===== src/verilog/flow_cmd_pkg.sv =====
package flow_cmd_pkg;
  // ----------------------------------------------------------------
  // command codes
  // ----------------------------------------------------------------
  localparam logic [15:0] CMD_SLEEP     = 16'h3677;
  localparam logic [15:0] CMD_IDENT     = 16'hE102;
  localparam logic [15:0] CMD_STOP      = 16'h3FF9;
  localparam logic [15:0] CMD_START_O2  = 16'h3603;
  localparam logic [15:0] CMD_START_AIR = 16'h3608;
  localparam logic [15:0] CMD_START_MIX = 16'h3632;
  localparam logic [15:0] CMD_SCALE     = 16'h3661;
  localparam logic [7:0]  GC_RESET      = 8'h06;
  // ----------------------------------------------------------------
  // crc
  // ----------------------------------------------------------------
  localparam logic [7:0]  CRC_POLY      = 8'h31;
  localparam logic [7:0]  CRC_INIT      = 8'hFF;
  localparam logic [7:0]  CRC_XOROUT    = 8'h00;
  // ----------------------------------------------------------------
  // number formats
  // ----------------------------------------------------------------
  localparam logic [15:0] FLOW_SCALE    = 16'd170;
  localparam logic [15:0] FLOW_OFFSET   = 16'hA000;
  localparam logic [15:0] TEMP_SCALE    = 16'd200;
  localparam logic [15:0] TEMP_OFFSET   = 16'h0000;
  localparam int          UNIT_PFX_LSB  = 0;
  localparam int          UNIT_TB_LSB   = 4;
  localparam int          UNIT_U_LSB    = 8;
  localparam logic [3:0]  UNIT_PFX_VAL  = 4'h8;
  localparam logic [3:0]  UNIT_TB_VAL   = 4'h4;
  localparam logic [4:0]  UNIT_U_VAL    = 5'h01;
  localparam logic [15:0] FLOW_UNIT     = {3'h0, UNIT_U_VAL, UNIT_TB_VAL, UNIT_PFX_VAL};
  // ----------------------------------------------------------------
  // identity
  // ----------------------------------------------------------------
  localparam logic [31:0] PRODUCT_NUM   = 32'h0A0B0C10; // arbitrary value
  localparam logic [63:0] SERIAL_NUM    = 64'h0000_0000_1234_5678; // arbitrary
  // ----------------------------------------------------------------
  // timing
  // ----------------------------------------------------------------
  localparam int          CLK_HZ        = 40_000_000;
  localparam int          STOP_US       = 500;
  localparam int          STOP_CYC      = (STOP_US * (CLK_HZ / 1_000_000));
  localparam int          FIFO_DEPTH    = 8;
  // ----------------------------------------------------------------
  // states
  // ----------------------------------------------------------------
  typedef enum logic [1:0] {
    ST_IDLE  = 2'b00,
    ST_MEAS  = 2'b01,
    ST_SLEEP = 2'b10,
    ST_STOP  = 2'b11
  } mode_e;
endpackage : flow_cmd_pkg


===== src/verilog/crc8_step.sv =====
`timescale 1ns/100ps
module crc8_step
  import flow_cmd_pkg::*;
(
  input  wire logic [7:0] i_crc,
  input  wire logic [7:0] i_byte,
  output logic      [7:0] o_crc
);
  // ----------------------------------------------------------------
  // one byte, msb first, no reflection
  // ----------------------------------------------------------------
  always_comb begin
    logic [7:0] c;
    c = i_crc ^ i_byte;
    for (int k = 0; k < 8; k++) begin
      c = c[7] ? ((c << 1) ^ CRC_POLY) : (c << 1);
    end
    o_crc = c;
  end
endmodule : crc8_step


===== src/verilog/byte_fifo.sv =====
`timescale 1ns/100ps
module byte_fifo #(
  parameter int W     = 8,
  parameter int DEPTH = 8
) (
  input  wire logic         i_clk,
  input  wire logic         i_nrst,
  input  wire logic         i_clr,
  input  wire logic         i_valid,
  output logic              o_ready,
  input  wire logic [W-1:0] i_data,
  output logic              o_valid,
  input  wire logic         i_ready,
  output logic      [W-1:0] o_data
);
  localparam int AW = $clog2(DEPTH);
  typedef struct packed {
    logic [DEPTH-1:0][W-1:0] mem;
    logic [AW-1:0]           wp;
    logic [AW-1:0]           rp;
    logic [AW:0]             cnt;
  } fifo_s;
  fifo_s st_q, st_d;
  logic  push, pop;
  // ----------------------------------------------------------------
  // flags
  // ----------------------------------------------------------------
  assign o_ready = (st_q.cnt != (AW+1)'(DEPTH));
  assign o_valid = (st_q.cnt != '0);
  assign o_data  = st_q.mem[st_q.rp];
  assign push    = i_valid && o_ready;
  assign pop     = o_valid && i_ready;
  // ----------------------------------------------------------------
  // next state
  // ----------------------------------------------------------------
  always_comb begin
    st_d = st_q;
    if (push) begin
      st_d.mem[st_q.wp] = i_data;
      st_d.wp = (st_q.wp == AW'(DEPTH-1)) ? '0 : st_q.wp + 1'b1;
    end
    if (pop) begin
      st_d.rp = (st_q.rp == AW'(DEPTH-1)) ? '0 : st_q.rp + 1'b1;
    end
    st_d.cnt = st_q.cnt + (AW+1)'(push) - (AW+1)'(pop);
    if (i_clr) begin
      st_d.wp  = '0;
      st_d.rp  = '0;
      st_d.cnt = '0;
    end
  end
  always_ff @(posedge i_clk or negedge i_nrst) begin
    if (!i_nrst) begin
      st_q <= '0;
    end else begin
      st_q <= st_d;
    end
  end
endmodule : byte_fifo


===== src/verilog/flow_cmd_core.sv =====
`timescale 1ns/100ps
// Function
// - enter-sleep command puts idle sensor to sleep
// - sleep command refused unless idle
// - soft reset ignored while sleeping
// - own address with write wakes to idle
// - waking address transfer is not acknowledged
// - identifier command accepted only when idle
// - identifier returns 32-bit product, 64-bit serial
// - serial decimal reads year, week, sequence
// - product last digits: 8x prototype, 1x final
// - crc byte after every data word
// - crc poly 0x31, init FF, no reflect
// - flow is 16-bit two's complement
// - flow scale 170, offset -24576
// - temperature scale 200, offset zero
// - unit word: prefix, time base, unit fields
// - flow unit reads fixed 0x0148
// - stop command returns to idle within 0.5ms
module flow_cmd_core
  import flow_cmd_pkg::*;
#(
  parameter int STOP_CYCLES = STOP_CYC
) (
  input  wire logic        i_clk,
  input  wire logic        i_nrst,
  input  wire logic        i_addr_wr,
  input  wire logic        i_gc_valid,
  input  wire logic [7:0]  i_gc_byte,
  input  wire logic        i_wr_valid,
  input  wire logic [7:0]  i_wr_byte,
  input  wire logic        i_stop,
  input  wire logic        i_rd_ready,
  input  wire logic [15:0] i_flow,
  input  wire logic [15:0] i_temp,
  output logic             o_addr_ack,
  output logic             o_wr_ready,
  output logic             o_rd_valid,
  output logic      [7:0]  o_rd_byte,
  output logic             o_soft_reset,
  output logic             o_sleeping,
  output logic             o_measuring,
  output logic             o_busy,
  output logic             o_cmd_refused
);
  typedef struct packed {
    mode_e       mode;
    logic [15:0] cmd;
    logic        half;
    logic [3:0]  nwords;
    logic [5:0][15:0] words;
    logic [3:0]  widx;
    logic [1:0]  phase;
    logic [7:0]  crc;
    logic [15:0] arg;
    logic        scale_pend;
    logic [$clog2(STOP_CYCLES+1)-1:0] tmr;
    logic        rst_p;
    logic        refused;
  } core_s;
  core_s       st_q, st_d;
  logic [7:0]  crc_next;
  logic [7:0]  cur_byte;
  logic        f_valid;
  logic        f_ready;
  logic        loading;
  logic [15:0] cur_word;
  logic [15:0] full_cmd;
  // ----------------------------------------------------------------
  // serialiser byte selection
  // ----------------------------------------------------------------
  assign cur_word = (st_q.widx < 4'h6) ? st_q.words[st_q.widx[2:0]] : 16'h0000;
  always_comb begin
    unique case (st_q.phase)
      2'd0:    cur_byte = cur_word[15:8];
      2'd1:    cur_byte = cur_word[7:0];
      default: cur_byte = st_q.crc ^ CRC_XOROUT;
    endcase
  end
  crc8_step u_crc (
    .i_crc  (st_q.crc),
    .i_byte (cur_byte),
    .o_crc  (crc_next)
  );
  assign loading = (st_q.widx != st_q.nwords);
  assign f_valid = loading;
  byte_fifo #(
    .W     (8),
    .DEPTH (FIFO_DEPTH)
  ) u_fifo (
    .i_clk   (i_clk),
    .i_nrst  (i_nrst),
    .i_clr   (i_wr_valid),
    .i_valid (f_valid),
    .o_ready (f_ready),
    .i_data  (cur_byte),
    .o_valid (o_rd_valid),
    .i_ready (i_rd_ready),
    .o_data  (o_rd_byte)
  );
  // ----------------------------------------------------------------
  // status outputs
  // ----------------------------------------------------------------
  assign o_addr_ack    = i_addr_wr && (st_q.mode != ST_SLEEP);
  assign o_wr_ready    = (st_q.mode != ST_STOP);
  assign o_sleeping    = (st_q.mode == ST_SLEEP);
  assign o_measuring   = (st_q.mode == ST_MEAS);
  assign o_busy        = (st_q.mode == ST_STOP);
  assign o_soft_reset  = st_q.rst_p;
  assign o_cmd_refused = st_q.refused;
  assign full_cmd      = {st_q.cmd[7:0], i_wr_byte};
  // ----------------------------------------------------------------
  // next state
  // ----------------------------------------------------------------
  always_comb begin
    st_d         = st_q;
    st_d.rst_p   = 1'b0;
    st_d.refused = 1'b0;
    if (loading && f_ready) begin
      st_d.crc = (st_q.phase == 2'd2) ? CRC_INIT : crc_next;
      if (st_q.phase == 2'd2) begin
        st_d.phase = 2'd0;
        st_d.widx  = st_q.widx + 4'd1;
      end else begin
        st_d.phase = st_q.phase + 2'd1;
      end
    end
    if (i_gc_valid && i_gc_byte == GC_RESET && st_q.mode != ST_SLEEP) begin
      st_d.rst_p = 1'b1;
      st_d.mode  = ST_IDLE;
    end
    unique case (st_q.mode)
      ST_SLEEP: begin
        if (i_addr_wr) begin
          st_d.mode = ST_IDLE;
        end
      end
      ST_STOP: begin
        st_d.tmr = st_q.tmr - 1'b1;
        if (st_q.tmr == '0) begin
          st_d.mode = ST_IDLE;
        end
      end
      ST_MEAS: begin
        if (!loading && st_q.nwords != 4'd0) begin
          st_d.words[0] = i_flow;
          st_d.words[1] = i_temp;
          st_d.nwords   = 4'd2;
          st_d.widx     = 4'd0;
        end
      end
      ST_IDLE: begin
      end
    endcase
    if (i_addr_wr) begin
      st_d.half = 1'b0;
    end
    if (i_wr_valid && o_wr_ready && st_q.mode != ST_SLEEP) begin
      st_d.cmd    = {st_q.cmd[7:0], i_wr_byte};
      st_d.half   = ~st_q.half;
      st_d.nwords = 4'd0;
      st_d.widx   = 4'd0;
      st_d.phase  = 2'd0;
      st_d.crc    = CRC_INIT;
      if (st_q.half && st_q.scale_pend) begin
        st_d.arg        = full_cmd;
        st_d.scale_pend = 1'b0;
        st_d.words[0]   = FLOW_SCALE;
        st_d.words[1]   = FLOW_OFFSET;
        st_d.words[2]   = FLOW_UNIT;
        st_d.nwords     = 4'd3;
      end else if (st_q.half) begin
        if (full_cmd == CMD_STOP && st_q.mode == ST_MEAS) begin
          st_d.mode = ST_STOP;
          st_d.tmr  = ($bits(st_q.tmr))'(STOP_CYCLES - 1);
        end else if (st_q.mode == ST_MEAS) begin
          st_d.refused = 1'b1;
        end else if (full_cmd == CMD_SLEEP) begin
          st_d.mode = ST_SLEEP;
        end else if (full_cmd == CMD_IDENT) begin
          st_d.words[0] = PRODUCT_NUM[31:16];
          st_d.words[1] = PRODUCT_NUM[15:0];
          st_d.words[2] = SERIAL_NUM[63:48];
          st_d.words[3] = SERIAL_NUM[47:32];
          st_d.words[4] = SERIAL_NUM[31:16];
          st_d.words[5] = SERIAL_NUM[15:0];
          st_d.nwords   = 4'd6;
        end else if (full_cmd == CMD_START_O2 || full_cmd == CMD_START_AIR ||
                     full_cmd == CMD_START_MIX) begin
          st_d.mode     = ST_MEAS;
          st_d.words[0] = i_flow;
          st_d.words[1] = i_temp;
          st_d.nwords   = 4'd2;
        end else if (full_cmd == CMD_SCALE) begin
          st_d.scale_pend = 1'b1;
        end else begin
          st_d.refused = 1'b1;
        end
      end
    end
  end
  always_ff @(posedge i_clk or negedge i_nrst) begin
    if (!i_nrst) begin
      st_q <= '0;
    end else begin
      st_q <= st_d;
    end
  end
endmodule : flow_cmd_core


===== config.mk =====
export PLATFORM = sky130hd
export DESIGN_NAME = flow_cmd_core
export DESIGN_NICKNAME = d
export VERILOG_FILES = /design/src/verilog/flow_cmd_pkg.sv /design/src/verilog/crc8_step.sv /design/src/verilog/byte_fifo.sv /design/src/verilog/flow_cmd_core.sv
export SDC_FILE = /design/constraint.sdc
export NUM_CORES = 1
export LEC_CHECK = 0
export CAP_MARGIN = 20
export CORE_ASPECT_RATIO = 0.75
export CORE_MARGIN = 1
export CORE_UTILIZATION = 35
export CTS_BUF_LIST = sky130_fd_sc_hd__clkbuf_4 sky130_fd_sc_hd__clkbuf_8 sky130_fd_sc_hd__clkbuf_16
export DETAILED_ROUTE_END_ITERATION = 12
export DONT_BUFFER_PORTS = 1
export HOLD_SLACK_MARGIN = 0.08
export PLACE_DENSITY_LB_ADDON = 0.08
export RECOVER_POWER = 50
export SYNTH_ARGS = -nofsm -noshare
export SYNTH_HDL_FRONTEND = slang
export SYNTH_HIERARCHICAL = 1
export SYNTH_SLANG_ARGS = --single-unit

===== constraint.sdc =====
create_clock -name i_clk -period 10.1 [get_ports i_clk]
set_clock_uncertainty 0.2 [all_clocks]
set_input_delay 0 -clock i_clk [delete_from_list [all_inputs] [get_ports i_clk]]
set_output_delay 0 -clock i_clk [all_outputs]
set_load 0.01 [all_outputs]

Yosys cells after proc, flatten, opt, wreduce, memory -nomap -nowiden
Index checks and enable logic that the tools add are counted.
- $add $sub $neg: 7
- order comparisons: 5
- equality and inequality tests: 24
- mux-type cells: 77
- bitwise gates (word level): 14
- reductions and logical operators: 32
- operator list (cell ; number):
    $mux W99 ; 4
    $mux W165 ; 1
    $eq A16 B14 Y1 const B ; 6
    $mux W48 ; 2
    $mux W36 ; 2
    $bwmux W64 ; 1
    $mux W16 ; 4
    $mux W32 ; 2
    $mux W63 ; 1
    $bmux W16 S3 ; 1
    $mux W6 ; 8
    $mux W15 ; 3
    $bmux W8 S3 ; 1
    $demux W8 S3 ; 1
    $mux W2 ; 12
    $mux W8 ; 3
    $not A3 Y3 ; 8
    $mux W1 ; 18
    $reduce_bool A2 Y1 ; 9
    $eq A16 B16 Y1 const B ; 1
    $mux W4 ; 4
    $pmux W8 S2 ; 1
    $logic_not A15 Y1 ; 1
    $mux W3 ; 5
    other kinds (31) ; 60
- flip-flop bits (word level): 195
- input port bits: 55
- logic and storage cells: 187

Depth between registers and ports, before layout
- word-level depth: 33
- mapped depth: 13
- gate-level depth less buffers: 11

By module
Netlist, hierarchy kept.
- by module, submodules not included (module ; instances ; cells each ; area each (sq um) ; sequential area each (sq um)):
    flow_cmd_core ; 1 ; 450 ; 4419.2 ; 2001.9
    byte_fifo ; 1 ; 235 ; 3626.0 ; 1851.8
    crc8_step ; 1 ; 19 ; 215.2 ; 0.0

Least setup slack after synthesis
No wires, ideal clock.
- path kind: reg2reg
- start point: register st_q[44] (netlist bit)
- end point: register st_q[39] (netlist bit)
- arrival: 3.138 ns
- data required time: 9.762 ns
- slack: 6.623 ns
- cell stages (with the launch flop): 14
- buffers on the path: 2
- period minus slack after synthesis: 3.477 ns
- cells stage by stage: dfrtp_1 > clkbuf_1 > buf_1 > mux4_2 > a21oi_1 > nor4_1 > a21oi_1 > o21ai_0 > xnor2_1 > xnor3_2 > xnor2_4 > xnor2_1 > nor3_1 > o21ai_0
- RTL lines (element ; RTL line ; RTL):
    start, declared ; flow_cmd_core.sv:61 ; core_s st_q, st_d;
    start signal, assigned ; flow_cmd_core.sv:206 ; st_q <= st_d;
    $bmux W16 S3 ; flow_cmd_core.sv:72 ; assign cur_word = (st_q.widx < 4'h6) ? st_q.words[st_q.widx[2:0]] : 16'h0000;
    $mux W16 (not written as such) ; flow_cmd_core.sv:72 ;
    $mux W16 * ; flow_cmd_core.sv:72 ;
    $pmux W8 S2 * ; flow_cmd_core.sv:74 ; unique case (st_q.phase)
    net cur_byte[6] ; flow_cmd_core.sv:63 ; logic [7:0] cur_byte;
    $xor A8 B8 Y8 * ; crc8_step.sv:14 ; c = i_crc ^ i_byte;
    $mux W6 * (3 in a row) ; crc8_step.sv:16 ; c = c[7] ? ((c << 1) ^ CRC_POLY) : (c << 1);
    net crc_next[5] ; flow_cmd_core.sv:62 ; logic [7:0] crc_next;
    $mux W8 * ; flow_cmd_core.sv:120 ; st_d.crc = (st_q.phase == 2'd2) ? CRC_INIT : crc_next;
    $mux W14 * ; flow_cmd_core.sv:119 ; if (loading && f_ready) begin
    $mux W165 * ; flow_cmd_core.sv:158 ; if (i_wr_valid && o_wr_ready && st_q.mode != ST_SLEEP) begin
The timed path passes the listed nets; every way through them passes the cells marked *. The select of a mux whose other input is x is not followed.
A chain may end at the register's enable or synchronous reset.

==> results.md <==
- Worst Max-Slew Pin Slew: 1.090 ns
- Hold_buf cts: 71
- Die Y: 135.0 um
- Pre-antenna DRT Iters: 9
- Initial drt markers: 345
- Post-CTS sizing: 0
- Finished Core Util: 0.4252
- Area after DPL: 8478 um^2
- GRT overflow: 0
- First-pass GRT wire length: 33,400 um
- CTS HTree Levels: 4
- Multi-input gate area: 4144 um^2
- Clk buf depth: 2
- Final setup fails: 0
- Share of cells above drive strength 1: 0.2278
- Largest driver fanout on the critical path: 31
- Pwr Density: 199.8 nW/um^2
- Setup TNS Final: 0 ns
- Setup ws final: 6.206 ns
- R2R depth: 6
- Synth top area share: 0.4665
- Most frequent cells in the layout: dfrtp_1, mux2_2, dlygate4sd3_1
- Leakage power: 4.129 nW
- Placeable Area: 23,060 um^2
- Die X-Extent: 179.4 um
- Mapped Cells: 704
- Final weighted congestion in routability-driven placement: 0.7949
- Async set-or-reset flop fraction in the synthesized netlist: 1.000
- Post-Route WL: 20,460 um
- Vias: 5,815
- Critical Path AT: 4.01 ns
- Met2 Resource Use GR: 0.2682
- Tot Pwr: 1.959 mW
- Finished Cell Area: 9807 um^2
- Max cap viols: 0
- Post-DRT Antenna Nets: 0
- Die area: 24,230 um^2
- Area Overhead vs Synth: 18.72%
- Normalized max-slew margin: 0.2703
- Ys flop type: dfrtp_1
- Layout net count: 832
- Commonest non-fill, non-tap cell in the layout: dfrtp_1
- Clk root buf: clkbuf_16
- FF+latch area: 3854 um^2
- Fill count: 2,198
- Ranking of synthesized cells by area: dfrtp_1, mux2_2, mux4_2
- Run status: complete, but fails checks
- Met1 usage: 0.2695
- Sequential share of the synthesized area: 0.4665
- Hold WC Path Type: primary input to asynchronous set/reset pin
- Residual DRC count: 6
- GRT Total Usage: 0.1811
- Via density: 5.399
- CP endpoint kind: register
- # IOs: 71
- Mapped cell area: 8260 um^2
- Area leader, netlist: dfrtp_1
- Number of global-route vias before repair: 5,958
- DP Worst Slack: 5.840 ns
- Largest net degree at the start of global routing: 155
- Slew Viols, Final: 0
- Tmin final: 3.894 ns
- Final hold vios: 7
- Failing checks: DRC, hold timing
- M3 GR Usage: 0.03632
- Clk_lat worst skew: 0.43 ns
- Clk slew on worst S/H paths: 0.07 ns
- Worst Path Class, Setup: register to register
- Clock sink count: 154
- Antenna Cells: 0
- Synth Net Count: 772
- Number of synthesized register bits: 154
- IO Port Bufs: 0
- Total CTS buffers: 17
- Mean post-synth cell area: 11.73 um^2
- Row count: 48
- Post-synth EDFFs: 0
- Fin crit share: 0.3856
- Unrepaired setup endpoints after global routing: no
- Ys Warns: 6
- Max rail drop VDD: 130.9 uV
- Starting Density: 0.3582
- Crit start category: register
- Postcts setup bufs: 0
- Count of cell types in the netlist: 81
- Initial antenna violation count: 0
- Routed WL per cell: 18.99 um
- Max Fclk: 256.8 MHz
- CTS tree: built
- Final instance count without filler cells: 1,077
- DP Wirelength: 13,230 um
- Hold_ws: -0.04610 ns
- Placed Instances: 969
- Busiest layer in global routing: met1
- WP data required: 10.22 ns
[final cells by class]
type / instances / share of cell area
multi-input cells: 494 / 0.4226
flip-flops and latches: 154 / 0.3930
repair buffers: 81 / 0.08140
clock buffers: 18 / 0.04478
well taps: 300 / 0.03828
clock inverters: 14 / 0.01391
inverters: 16 / 0.006124
[worst max-delay path, cell delays in order, from the launching register on]
cell and delay, ns:
dfrtp_1 0.84, xor2_1 0.21, or4_4 0.54, or2_4 0.43, o22ai_2 0.81, a2bb2oi_1 0.13, dlygate4sd3_1 0.61
[sequential cells by signal, indices dropped and copies added, names as in the netlist]
signal / count
st_q: 70
o_cmd_refused: 1
full_cmd: 8
u_fifo/st_q: 74
o_soft_reset: 1
[Yosys cell counts (all sizes together), types with 15 or more instances]
master   count
xnor2       24
clkbuf      20
nor3        17
mux2        75
nand3       35
o21ai       28
dfrtp      154
buf         20
inv         15
mux4        24
a21oi       17
nand2       56
o2bb2ai     20
nor2        35
[cell families after synthesis]
| group | after synthesis | share of synthesized area |
|---|---|---|
| compound gates | 108 | 0.09709 |
| xor+xnor | 39 | 0.04726 |
| mux | 103 | 0.1725 |
| flops | 154 | 0.4665 |
| simple gates | 231 | 0.1636 |
| fa+ha+maj | 13 | 0.02060 |
| buf+inv | 56 | 0.03241 |
[layer usage]
metal / vias to the layer above / share of wire
met2: 85 / 0.45
met3: 13 / 0.035
met5: - / 0
met4: 0 / 0.0083
met1: 2997 / 0.51
li1: 2720 / -
[power breakdown]
part / internal [mW] / switching [mW] / total (mW) / leakage [nW]
Sequential: 0.708 / 0.0744 / 0.782 / 1.90
Clock: 0.351 / 0.280 / 0.631 / 0.275
Combinational: 0.291 / 0.255 / 0.546 / 1.95
[worst paths after layout]
path                       slack [ns]             from              end
max reg2reg                      6.21         st_q[44]         st_q[51]
min                             -0.05           i_nrst         st_q[61]
max in group asynchronous        9.03           i_nrst   u_fifo/st_q[5]
min in group i_clk               0.09       i_wr_valid         st_q[36]
min reg2reg                      0.30  u_fifo/st_q[56]  u_fifo/st_q[56]
max                              6.21         st_q[44]         st_q[51]
No activity file was read; power rests on OpenSTA's default activity.
